[src/include/dtc_consts.svh]
// Register indices, field positions, reset values and divider counts
// for the dual timer/counter.
// Assumes inclusion by bare name from the design and bench files.
`ifndef DTC_CONSTS_SVH
`define DTC_CONSTS_SVH

// Register indices; the byte address on the bus is four times the index.
`define DTC_IDX_RUNFLAGS 8'h88
`define DTC_IDX_MODE 8'h89
`define DTC_IDX_CNT0_LOW 8'h8a
`define DTC_IDX_CNT1_LOW 8'h8b
`define DTC_IDX_CNT0_HIGH 8'h8c
`define DTC_IDX_CNT1_HIGH 8'h8d
`define DTC_IDX_CLKSEL 8'h8e
`define DTC_IDX_GATECFG 8'h90

// Field positions in the run/flag register.
`define DTC_BIT_FLAG1 7
`define DTC_BIT_RUN1 6
`define DTC_BIT_FLAG0 5
`define DTC_BIT_RUN0 4

// Field positions in the clock-select register.
`define DTC_BIT_SYSSEL1 3
`define DTC_BIT_SYSSEL0 2

// Field positions in the gate polarity register.
`define DTC_BIT_POL1 1
`define DTC_BIT_POL0 0

// Reset value of every register.
`define DTC_RESET_BYTE 8'h00

// Prescaler terminal counts: the division ratio minus one.
`define DTC_DIV12_LAST 6'h0b
`define DTC_DIV4_LAST 6'h03
`define DTC_DIV48_LAST 6'h2f
`define DTC_DIV8_LAST 6'h07

`endif

[src/include/dtc_pkg.sv]
// Types shared by the dual timer/counter and its bench.
// Assumes nothing beyond a SystemVerilog compiler.
package dtc_pkg;

    typedef enum logic [1:0] {
        DTC_MODE_13BIT = 2'b00,
        DTC_MODE_16BIT = 2'b01,
        DTC_MODE_RELOAD = 2'b10,
        DTC_MODE_SPLIT = 2'b11
    } dtc_mode_t;

    // One timer's half of the mode register.
    typedef struct packed {
        logic gate_enable;
        logic event_count_sel;
        dtc_mode_t mode_field;
    } dtc_tcfg_t;

    // Whole mode register, timer 1 in the upper nibble.
    typedef struct packed {
        dtc_tcfg_t t1;
        dtc_tcfg_t t0;
    } dtc_timer_mode_reg_t;

    // Result of one counting step.
    typedef struct packed {
        logic ovf;
        logic [7:0] high;
        logic [7:0] low;
    } dtc_count_t;

endpackage

[src/rtl/dtc_top.sv]
// Dual 16-bit timer/counter with shared prescaler and clock-select register,
// reached over a classic Wishbone slave with 32-bit data.
// Assumes one 40 MHz clock; event, gate and external clock pins are async.
`timescale 1ns/1ps
`include "dtc_consts.svh"

module dtc_top
    import dtc_pkg::*;
(
    // Clock and reset.
    input wire logic clk_i,
    input wire logic rst_i,
    // Wishbone slave.
    input wire logic [9:2] adr_i,
    input wire logic [31:0] dat_i,
    input wire logic [3:0] sel_i,
    input wire logic we_i,
    input wire logic cyc_i,
    input wire logic stb_i,
    output logic [31:0] dat_o,
    output logic ack_o,
    // Asynchronous pins.
    input wire logic event_pin0_i,
    input wire logic event_pin1_i,
    input wire logic gate_input0_i,
    input wire logic gate_input1_i,
    input wire logic ext_clk_i,
    // Interrupt controller vector acknowledges.
    input wire logic vector_ack0_i,
    input wire logic vector_ack1_i,
    // Flags, overflow pulse and clock selects for timers 2 and 3.
    output logic overflow_flag0_o,
    output logic overflow_flag1_o,
    output logic t1_overflow_pulse_o,
    output logic tmr2_low_sysclk_sel_o,
    output logic tmr2_high_sysclk_sel_o,
    output logic tmr3_low_sysclk_sel_o,
    output logic tmr3_high_sysclk_sel_o
);

    ////////////////////////////////////////////////////////////////////////

    function automatic logic [5:0] div_last(input logic [1:0] sel);
        logic [5:0] last;
        last = `DTC_DIV12_LAST;
        unique case (sel)
            2'b00: last = `DTC_DIV12_LAST;
            2'b01: last = `DTC_DIV4_LAST;
            2'b10: last = `DTC_DIV48_LAST;
            2'b11: last = `DTC_DIV8_LAST;
        endcase
        return last;
    endfunction

    function automatic dtc_count_t count_step(input dtc_mode_t mode,
                                              input logic [7:0] low,
                                              input logic [7:0] high);
        dtc_count_t res;
        logic [12:0] sum13;
        logic [15:0] sum16;
        res = '{ovf: 1'b0, high: high, low: low};
        sum13 = {high, low[4:0]} + 13'h0001;
        sum16 = {high, low} + 16'h0001;
        unique case (mode)
            DTC_MODE_13BIT:
            begin
                res.ovf = &{high, low[4:0]};
                res.high = sum13[12:5];
                res.low = {low[7:5], sum13[4:0]};
            end
            DTC_MODE_16BIT:
            begin
                res.ovf = &{high, low};
                res.high = sum16[15:8];
                res.low = sum16[7:0];
            end
            DTC_MODE_RELOAD:
            begin
                res.ovf = &low;
                res.low = (&low) ? high : sum16[7:0];
            end
            DTC_MODE_SPLIT:
            begin
                res.ovf = &low;
                res.low = sum16[7:0];
            end
        endcase
        return res;
    endfunction

    ////////////////////////////////////////////////////////////////////////
    // Registers.

    logic [7:0] clksel_reg;
    dtc_timer_mode_reg_t mode_reg;
    logic [1:0] gate_pol_reg;
    logic run0_reg;
    logic run1_reg;
    logic flag0_reg;
    logic flag1_reg;
    logic [7:0] cnt0_low_reg;
    logic [7:0] cnt0_high_reg;
    logic [7:0] cnt1_low_reg;
    logic [7:0] cnt1_high_reg;
    logic [5:0] presc_reg;
    logic presc_tick_reg;
    logic ack_reg;
    logic [31:0] rdata_reg;
    logic t1_pulse_reg;
    logic [4:0] sync1_reg;
    logic [4:0] sync2_reg;
    logic [4:0] sync3_reg;

    ////////////////////////////////////////////////////////////////////////
    // Pin synchronisers; the third stage only feeds edge detection.

    always_ff @(posedge clk_i)
    begin
        if (rst_i)
        begin
            sync1_reg <= 5'h00;
            sync2_reg <= 5'h00;
            sync3_reg <= 5'h00;
        end
        else
        begin
            sync1_reg <= {ext_clk_i, gate_input1_i, gate_input0_i,
                          event_pin1_i, event_pin0_i};
            sync2_reg <= sync1_reg;
            sync3_reg <= sync2_reg;
        end
    end

    logic fall0;
    logic fall1;
    logic ext_rise;
    logic gate_lvl0;
    logic gate_lvl1;

    assign fall0 = ~sync2_reg[0] & sync3_reg[0];
    assign fall1 = ~sync2_reg[1] & sync3_reg[1];
    assign gate_lvl0 = sync2_reg[2];
    assign gate_lvl1 = sync2_reg[3];
    assign ext_rise = sync2_reg[4] & ~sync3_reg[4];

    ////////////////////////////////////////////////////////////////////////
    // Shared prescaler. A select change mid-count takes effect at once,
    // which can shorten one period; a glitch-free switch was not worth it.

    logic presc_adv;
    logic presc_last;

    assign presc_adv = (clksel_reg[1:0] == 2'b11) ? ext_rise : 1'b1;
    assign presc_last = presc_reg >= div_last(clksel_reg[1:0]);

    always_ff @(posedge clk_i)
    begin
        if (rst_i)
        begin
            presc_reg <= 6'h00;
            presc_tick_reg <= 1'b0;
        end
        else
        begin
            presc_tick_reg <= presc_adv & presc_last;
            if (presc_adv)
            begin
                presc_reg <= presc_last ? 6'h00 : presc_reg + 6'h01;
            end
        end
    end

    ////////////////////////////////////////////////////////////////////////
    // Count enables and steps.

    logic split;
    logic tclk0;
    logic tclk1;
    logic src0;
    logic src1;
    logic gate_ok0;
    logic gate_ok1;
    logic en0;
    logic en0_high;
    logic en1;
    dtc_count_t step0;
    dtc_count_t step1;
    logic set_flag0;
    logic set_flag1;
    logic t1_wrap;

    assign split = mode_reg.t0.mode_field == DTC_MODE_SPLIT;
    assign tclk0 = clksel_reg[`DTC_BIT_SYSSEL0] | presc_tick_reg;
    assign tclk1 = clksel_reg[`DTC_BIT_SYSSEL1] | presc_tick_reg;
    assign src0 = mode_reg.t0.event_count_sel ? fall0 : tclk0;
    assign src1 = (mode_reg.t1.event_count_sel & ~split) ? fall1 : tclk1;

    assign gate_ok0 = ~mode_reg.t0.gate_enable |
                      (gate_lvl0 == gate_pol_reg[`DTC_BIT_POL0]);
    assign gate_ok1 = ~mode_reg.t1.gate_enable |
                      (gate_lvl1 == gate_pol_reg[`DTC_BIT_POL1]);

    assign en0 = run0_reg & gate_ok0 & src0;
    assign en0_high = split & run1_reg & tclk0;
    assign en1 = (split | run1_reg) & gate_ok1 &
                 (mode_reg.t1.mode_field != DTC_MODE_SPLIT) & src1;

    assign step0 = count_step(mode_reg.t0.mode_field, cnt0_low_reg,
                              cnt0_high_reg);
    assign step1 = count_step(mode_reg.t1.mode_field, cnt1_low_reg,
                              cnt1_high_reg);

    assign t1_wrap = en1 & step1.ovf;
    assign set_flag0 = en0 & step0.ovf;
    // flag 1 owned by high byte
    assign set_flag1 = split ? (en0_high & (&cnt0_high_reg)) : t1_wrap;

    ////////////////////////////////////////////////////////////////////////
    // Wishbone slave: one wait state, writes land on the acknowledged edge.

    logic bus_req;
    logic wr_lane;
    logic wr_clksel;
    logic wr_mode;
    logic wr_gatecfg;
    logic wr_runflags;
    logic wr_c0l;
    logic wr_c0h;
    logic wr_c1l;
    logic wr_c1h;
    logic [7:0] wbyte;
    logic [7:0] rbyte;

    assign bus_req = cyc_i & stb_i;
    assign wr_lane = bus_req & we_i & ack_reg & sel_i[0];
    assign wbyte = dat_i[7:0];
    assign wr_clksel = wr_lane & (adr_i == `DTC_IDX_CLKSEL);
    assign wr_mode = wr_lane & (adr_i == `DTC_IDX_MODE);
    assign wr_gatecfg = wr_lane & (adr_i == `DTC_IDX_GATECFG);
    assign wr_runflags = wr_lane & (adr_i == `DTC_IDX_RUNFLAGS);
    assign wr_c0l = wr_lane & (adr_i == `DTC_IDX_CNT0_LOW);
    assign wr_c0h = wr_lane & (adr_i == `DTC_IDX_CNT0_HIGH);
    assign wr_c1l = wr_lane & (adr_i == `DTC_IDX_CNT1_LOW);
    assign wr_c1h = wr_lane & (adr_i == `DTC_IDX_CNT1_HIGH);

    always_comb
    begin
        rbyte = 8'h00;
        unique case (adr_i)
            `DTC_IDX_CLKSEL: rbyte = clksel_reg;
            `DTC_IDX_MODE: rbyte = mode_reg;
            `DTC_IDX_GATECFG: rbyte = {6'h00, gate_pol_reg};
            `DTC_IDX_RUNFLAGS: rbyte = {flag1_reg, run1_reg, flag0_reg,
                                        run0_reg, 4'h0};
            `DTC_IDX_CNT0_LOW: rbyte = cnt0_low_reg;
            `DTC_IDX_CNT0_HIGH: rbyte = cnt0_high_reg;
            `DTC_IDX_CNT1_LOW: rbyte = cnt1_low_reg;
            `DTC_IDX_CNT1_HIGH: rbyte = cnt1_high_reg;
            default: rbyte = 8'h00;
        endcase
    end

    always_ff @(posedge clk_i)
    begin
        if (rst_i)
        begin
            ack_reg <= 1'b0;
            rdata_reg <= 32'h0000_0000;
        end
        else
        begin
            ack_reg <= bus_req & ~ack_reg;
            if (bus_req & ~ack_reg)
            begin
                rdata_reg <= {24'h00_0000, rbyte};
            end
        end
    end

    ////////////////////////////////////////////////////////////////////////
    // Configuration registers.

    always_ff @(posedge clk_i)
    begin
        if (rst_i)
        begin
            clksel_reg <= `DTC_RESET_BYTE;
            mode_reg <= `DTC_RESET_BYTE;
            gate_pol_reg <= 2'h0;
        end
        else
        begin
            // timer 2 and 3 selects held
            if (wr_clksel)
            begin
                clksel_reg <= wbyte;
            end
            if (wr_mode)
            begin
                mode_reg <= wbyte;
            end
            if (wr_gatecfg)
            begin
                gate_pol_reg <= wbyte[1:0];
            end
        end
    end

    always_ff @(posedge clk_i)
    begin
        if (rst_i)
        begin
            run0_reg <= 1'b0;
            run1_reg <= 1'b0;
        end
        else if (wr_runflags)
        begin
            run0_reg <= wbyte[`DTC_BIT_RUN0];
            run1_reg <= wbyte[`DTC_BIT_RUN1];
        end
    end

    ////////////////////////////////////////////////////////////////////////
    // Overflow flags: a hardware set beats a software or vector clear.

    always_ff @(posedge clk_i)
    begin
        if (rst_i)
        begin
            flag0_reg <= 1'b0;
            flag1_reg <= 1'b0;
        end
        else
        begin
            if (set_flag0)
            begin
                flag0_reg <= 1'b1;
            end
            else if (wr_runflags)
            begin
                flag0_reg <= wbyte[`DTC_BIT_FLAG0];
            end
            else if (vector_ack0_i)
            begin
                flag0_reg <= 1'b0;
            end
            if (set_flag1)
            begin
                flag1_reg <= 1'b1;
            end
            else if (wr_runflags)
            begin
                flag1_reg <= wbyte[`DTC_BIT_FLAG1];
            end
            else if (vector_ack1_i)
            begin
                flag1_reg <= 1'b0;
            end
        end
    end

    ////////////////////////////////////////////////////////////////////////
    // Counter bytes.

    always_ff @(posedge clk_i)
    begin
        if (rst_i)
        begin
            cnt0_low_reg <= `DTC_RESET_BYTE;
            cnt0_high_reg <= `DTC_RESET_BYTE;
        end
        else
        begin
            if (wr_c0l)
            begin
                cnt0_low_reg <= wbyte;
            end
            else if (en0)
            begin
                cnt0_low_reg <= step0.low;
            end
            if (wr_c0h)
            begin
                cnt0_high_reg <= wbyte;
            end
            else if (en0_high)
            begin
                cnt0_high_reg <= cnt0_high_reg + 8'h01;
            end
            else if (en0 & ~split)
            begin
                cnt0_high_reg <= step0.high;
            end
        end
    end

    always_ff @(posedge clk_i)
    begin
        if (rst_i)
        begin
            cnt1_low_reg <= `DTC_RESET_BYTE;
            cnt1_high_reg <= `DTC_RESET_BYTE;
        end
        else
        begin
            if (wr_c1l)
            begin
                cnt1_low_reg <= wbyte;
            end
            else if (en1)
            begin
                cnt1_low_reg <= step1.low;
            end
            if (wr_c1h)
            begin
                cnt1_high_reg <= wbyte;
            end
            else if (en1)
            begin
                cnt1_high_reg <= step1.high;
            end
        end
    end

    always_ff @(posedge clk_i)
    begin
        if (rst_i)
        begin
            t1_pulse_reg <= 1'b0;
        end
        else
        begin
            t1_pulse_reg <= t1_wrap;
        end
    end

    ////////////////////////////////////////////////////////////////////////
    // Outputs.

    assign dat_o = rdata_reg;
    assign ack_o = ack_reg;
    assign overflow_flag0_o = flag0_reg;
    assign overflow_flag1_o = flag1_reg;
    assign t1_overflow_pulse_o = t1_pulse_reg;
    assign tmr2_low_sysclk_sel_o = clksel_reg[4];
    assign tmr2_high_sysclk_sel_o = clksel_reg[5];
    assign tmr3_low_sysclk_sel_o = clksel_reg[6];
    assign tmr3_high_sysclk_sel_o = clksel_reg[7];

endmodule

[config.mk]
export PLATFORM = sky130hd
export DESIGN_NAME = dtc_top
export DESIGN_NICKNAME = d
export VERILOG_FILES = /design/src/include/dtc_pkg.sv /design/src/rtl/dtc_top.sv
export VERILOG_INCLUDE_DIRS = /design/src /design/src/include
export SDC_FILE = /design/constraint.sdc
export NUM_CORES = 1
export LEC_CHECK = 0
export BUFFER_PORTS_ARGS = -buffer_cell sky130_fd_sc_hd__buf_4
export CORE_UTILIZATION = 50
export CTS_BUF_LIST = sky130_fd_sc_hd__clkbuf_8
export CTS_CLUSTER_SIZE = 28
export DETAILED_ROUTE_END_ITERATION = 16
export MAX_ROUTING_LAYER = met4
export PLACE_DENSITY = 0.73
export SLEW_MARGIN = 0
export SYNTH_ARGS = -nofsm -noshare
export SYNTH_HDL_FRONTEND = slang
export SYNTH_SLANG_ARGS = --single-unit
[constraint.sdc]
create_clock -name clk_i -period 5.4 [get_ports clk_i]
set_clock_uncertainty 0.05 [all_clocks]
set_input_delay 1.08 -clock clk_i [delete_from_list [all_inputs] [get_ports clk_i]]
set_output_delay 1.08 -clock clk_i [all_outputs]
set_load 0.03 [all_outputs]
==> results of run 1 <==
## cell usage in the layout (no fill, tap or decap), types with 8 or more instances in the layout
master    synthesis  routed
nand2_1          61      61
xnor2_1          16      16
conb_1            1      24
nor2b_1          18      18
o21ai_0          20      20
nand2b_1         18      18
a21oi_1          37      37
o22ai_1          10      10
buf_4            24      45
or3_1             8       8
o211ai_1          9       9
inv_1            13      14
nand3_1          17      17
a211oi_1         17      17
xor2_1           10      10
nor2_1           58      58
nor3_1           19      19
dfxtp_1          84      84
nor4_1           11      11
clkbuf_8          0      10
mux2i_1          25      25
## cell families (layout without fill, tap and decap cells)
logic type      Yosys count  after routing  synth area share (%)
simple gates            247            247                  25.4
other cells               1             24                0.0758
buf+inv                  72             74                  7.36
mux                      30             30                  6.88
flops                    84             84                  34.0
compound gates          143            143                  19.9
fa+ha+maj                 7              7                  1.77
xor+xnor                 26             26                  4.60
## report_power, final
part	switching [mW]	leakage, nW	internal [mW]	total (mW)
clock	0.240	0.108	0.227	0.467
combinational	0.0640	1.02	0.0270	0.0910
sequential	0.00333	0.679	0.625	0.629
total	0.308	1.80	0.879	1.19
## critical path, stage by stage
cell	delay, ns
buf_4	0.11
or4b_4	0.57
nor4_1	0.65
nand2b_1	0.46
and3_1	0.30
a21oi_1	0.12
o21ai_1	0.07
## per-layer routing
| metal | track usage, % | vias up | part of all wire (%) |
|---|---|---|---|
| li1 | - | 2199 | - |
| met1 | 39.3 | 2113 | 45 |
| met2 | 42.7 | 195 | 46 |
| met3 | 3.38 | 26 | 6.9 |
| met4 | 9.92 | 0 | 1.9 |
| met5 | - | - | 0 |
## worst paths after layout
path	slack (ns)	startpoint	depth (start not counted)	endpoint
min reg2reg	0.39	sync2_reg[4]	2	sync3_reg[4]
max reg2reg	2.83	cnt0_low_reg[0]	7	cnt0_low_reg[0]
max	2.23	adr_i[7]	7	cnt0_high_reg[1]
min	0.39	sync2_reg[4]	2	sync3_reg[4]
## cell type report
cell class	count	area (µm²)
clock buffers	10	138
clock inverters	6	65.1
fillers	876	4000
inverters	13	48.8
multi-input cells	477	2990
flip-flops and latches	84	1680
well taps	129	161
repair buffers	45	338
## per-stage QoR
| step | std cells | hold WS (ns) | power [mW] | instance area, µm² |
|---|---|---|---|---|
| after floorplan | 633 | 0.364 | 0.713 | 5030 |
| after global placement | 748 | 0.365 | 0.731 | 5220 |
| after detailed placement | 748 | 0.375 | 0.733 | 5220 |
| after CTS | 764 | 0.392 | 1.19 | 5420 |
| after global routing | 764 | 0.401 | 1.22 | 5420 |
| final | 764 | 0.388 | 1.19 | 5420 |
==> metrics.csv, run 1 <==
metric,value,unit
clk_path_buf_depth,2,
synthDistinctLibCells,67,
worstMarginPinSlew,0.928,ns
drt-wirelength-per-cell,18.0,µm
pre_cts_slack,1.80,ns
area_delta_synth_final,9.56,%
drive_gt1_share,13.1,%
fp.coreArea,9420,µm²
die_h,101,µm
cts-resized-gates,0,
synth_edf_count,0,
endpoint_kind,register,
die_area,10300,µm²
antennaDiodeCount,0,
status,finished clean,
dr.pass1.iters,5,
cts.sinks,84,
port_buffers,44,
clk_pin_slew,0.10,ns
min_period_over_period,58.7,%
antenna_left,0,
fin_ws,2.23,ns
grt_util_all_layers,28.4,%
yosys.cell_count.top_type,dfxtp_1,
crit_type,in -> reg,
avgSynthCellArea,8.11,µm²
synthArstFlopShare,0,%
ys.warnings.count,0,
cts_buffers,9,
rsz0062_at_grt,false,
syn_area,4950,µm²
yosysTopAreaCellShare,34.0,%
initial_core_util,52.5,%
vias,4533,
relSlewSlack,37.6,%
root_buffer,clkbuf_8,
synthFlopType,dfxtp_1,
cp.arrival,3.35,ns
dp_hpwl,9710,µm
h-tree-depth,3,
slew_viol_final,0,
drv_cap,0,
via_per_inst,5.93,
grt_pass1_wl,21600,µm
first_iter_violations,573,
synth_cells,610,
yosysSeqAreaShare,34.0,%
fmax,316,MHz
die_x,101,µm
hold_buffers,0,
min_period,3.17,ns
remaining_drc_errors,0,
ys_seq_elements,84,
power.density,219,nW/µm²
synth_top_area_cell,dfxtp_1,
synth_area_leaders,"dfxtp_1 (34%), mux2i_1 (5.1%), nand2_1 (4.6%), nor2_1 (4.4%), a21oi_1 (3.7%)",
hold_viol,0,
core.rowCount,35,
synth_top_cells_by_count,"dfxtp_1 (84), nand2_1 (61), nor2_1 (58), a21oi_1 (37), clkbuf_1 (29)",
antenna_found_initial,0,
cts_setup_buffers,0,
irDropWorstVdd,0.000140,V
grt_pass1_vias,4043,
worstHoldPathType,reg -> reg,
grt_max_degree,84,
setup_viol_count_final,0,
finalCoreUtilization,57.6,%
grt-ovfl-total,0,
cp_max_fo,13,
nets,693,
cp-start-kind,input port,
place_congestion,0.961,
leakagePower,1.80,nW
clock_latency,0.36,ns
cts_tree,done,
wl,13700,µm
worst_ep_required_time,5.58,ns
fin_setup_tns,0,ns
ios,96,
No activity file was read; power rests on OpenSTA's default activity.
==> inputs of run 2 (changes only) <==
ABC_AREA = 1   (was not set)
PLACE_DENSITY = 0.75   (was 0.73)
clock period = 2.9 ns   (was 5.4 ns; I/O delays follow)
==> run 2 against run 1 <==
Against the previous run: via count up 24%; hold slack worse by 0.038 ns; combinational power up 89%; synthesized cell count up 42%; setup slack worse by 1.3 ns; clock-buffer cell count unchanged; power up 89%; area after synthesis up 10%; critical path type unchanged; largest power group unchanged.
==> metrics.csv, run 2 <==
metric,value,unit
r2r-start,clksel_reg[1],
min_delay_worst_endpoint,sync2_reg[2],
synthArstFlopShare,0,%
final_cell_mix,"nand2_1 (206), inv_1 (112), nor2_1 (110)",
fin_cells,1049,
synth_top_area_cell,dfxtp_1,
r2r-end,presc_reg[5],
top_usage_layer,met2,
hold_viol,0,
post-place-cells,1033,
swShare,26.9,%
nets,971,
r2r_cells,8,
relSlewSlack,43.7,%
holdPathStages,2,
irDropWorstVdd,0.000258,V
cp.arrival,2.13,ns
grt_max_degree,52,
grt_util_all_layers,29.8,%
cp-start-kind,input port,
synth_top_cells_by_count,"nand2_1 (206), inv_1 (112), nor2_1 (110), dfxtp_1 (84), a21oi_1 (61)",
synth_edf_count,0,
ys.warnings.count,0,
pre_cts_slack,0.618,ns
grt_pass1_wl,25400,µm
initial_core_util,52.1,%
die_h,106,µm
fin_ws,0.955,ns
remaining_drc_errors,0,
drive_gt1_share,12.3,%
power.total,2.24,mW
grt_pass1_vias,5027,
dr.pass1.iters,8,
synthDistinctLibCells,41,
cts-resized-gates,0,
synth_cells,867,
power_frac_comb,7.7,%
cts.sinks,84,
area_delta_synth_final,10.2,%
cp_max_fo,11,
setup_viol_count_final,0,
via_per_inst,5.38,
first_iter_violations,448,
core.rowCount,37,
wl,15800,µm
synth_area_leaders,"dfxtp_1 (31%), nand2_1 (14%), inv_1 (7.7%), nor2_1 (7.6%), a21oi_1 (5.6%)",
antenna_left,0,
clk_pin_slew,0.09,ns
final_common_cell,nand2_1,
leakagePower,2.58,nW
pwr-share-clk,40.1,%
slew_viol_final,0,
rsz0062_at_grt,false,
power_switching,0.603,mW
dp_hpwl,11800,µm
yosysTopAreaCellShare,30.9,%
finalCoreUtilization,57.4,%
h-tree-depth,3,
antenna_found_initial,0,
min_period,1.95,ns
use_met2,46.7,%
ys_seq_elements,84,
met3_usage,5.95,%
cts_setup_buffers,0,
die_x,106,µm
root_buffer,clkbuf_8,
worst_ep_required_time,3.09,ns
power_frac_seq,52.2,%
min_period_over_period,67.1,%
clock_latency,0.38,ns
status,finished clean,
power.density,373,nW/µm²
avgSynthCellArea,6.28,µm²
antennaDiodeCount,0,
hold_buffers,0,
use_met1,38.0,%
worstHoldPathType,reg -> reg,
vias,5642,
fp.coreArea,10500,µm²
cts_buffers,9,
place_congestion,0.954,
syn_area,5450,µm²
port_buffers,44,
drt-wirelength-per-cell,15.0,µm
drv_cap,0,
synthFlopType,dfxtp_1,
clk_path_buf_depth,2,
die_area,11300,µm²
fin_setup_tns,0,ns
p_int,1.64,mW
ios,96,
grt-ovfl-total,0,
worstMarginPinSlew,0.845,ns
endpoint_kind,register,
reg2reg_slack,0.97,ns
crit_type,in -> reg,
hold_path_startpoint,sync1_reg[2],
cts_tree,done,
fmax,514,MHz
yosys.cell_count.top_type,nand2_1,
yosysSeqAreaShare,30.9,%
-- run 2: changes by cell type after synthesis, moves of 38 or more --
cell and change:
inv_1 +99, nand3_1 +38, nor2_1 +52, nand2_1 +145
-- run 2: kinds of logic (layout without fill, tap and decap cells) --
| kind of cell | Yosys count | in the layout | synth area share, % |
|---|---|---|---|
| AND/OR/NAND/NOR | 434 | 434 | 35.7 |
| buffers and inverters | 169 | 192 | 13.8 |
| AO/OA/AOI/OAI | 158 | 158 | 15.7 |
| flip-flops | 84 | 84 | 30.9 |
| XOR/XNOR | 13 | 13 | 2.09 |
| adder cells (fa/ha/maj) | 7 | 7 | 1.61 |
| other | 1 | 24 | 0.0688 |
| multiplexers | 1 | 1 | 0.184 |
-- run 2: power by group through the flow --
| stage | combinational (mW) | clock (mW) | sequential [mW] |
|---|---|---|---|
| after global routing | 0.186 | 0.961 | 1.17 |
| final | 0.172 | 0.899 | 1.17 |
| after CTS | 0.171 | 0.916 | 1.17 |
| after floorplan | 0.128 | 0 | 1.20 |
| after global placement | 0.170 | 0 | 1.20 |
| after detailed placement | 0.171 | 0 | 1.20 |
-- run 2: worst max-delay path by stage --
| stage | startpoint | cells after the start | end | slack, ns |
|---|---|---|---|---|
| after floorplan | adr_i[9] | 12 | cnt0_high_reg[1] | 1.14 |
| after detailed placement | adr_i[7] | 11 | cnt0_high_reg[1] | 0.62 |
| after global placement | adr_i[7] | 11 | cnt0_high_reg[1] | 0.63 |
| after global routing | cnt1_low_reg[0] | 12 | cnt1_high_reg[3] | 0.77 |
| after CTS | clksel_reg[1] | 8 | presc_reg[5] | 0.97 |
| final | adr_i[7] | 11 | cnt0_high_reg[1] | 0.95 |
-- run 2: metrics by stage --
step	hold slack [ns]	instance area, µm²
after floorplan	0.338	5540
after global placement	0.340	5800
after detailed placement	0.343	5800
after CTS	0.348	6000
after global routing	0.360	6000
final	0.350	6000
-- run 2: per-layer routing --
| layer | share of wire (%) | up-vias |
|---|---|---|
| met5 | 0 | - |
| met4 | 3.0 | 0 |
| met3 | 8.0 | 39 |
| met2 | 45 | 245 |
| met1 | 44 | 2528 |
| li1 | - | 2830 |
-- run 2: cell type report --
type	count	area [µm²]
repair buffers	48	360
flip-flops and latches	84	1680
clock inverters	6	70.1
fillers	1078	4460
inverters	128	482
clock buffers	10	138
multi-input cells	637	3100
well taps	136	170
-- run 2: worst max-delay path, stage by stage --
cell      delay [ns]
buf_4           0.11
nor2_1          0.18
nand2_1         0.12
clkinv_2        0.13
nand2_2         0.16
nor2_4          0.32
inv_2           0.15
nand2_1         0.12
nor2_1          0.05
a21oi_1         0.16
nor2_1          0.05
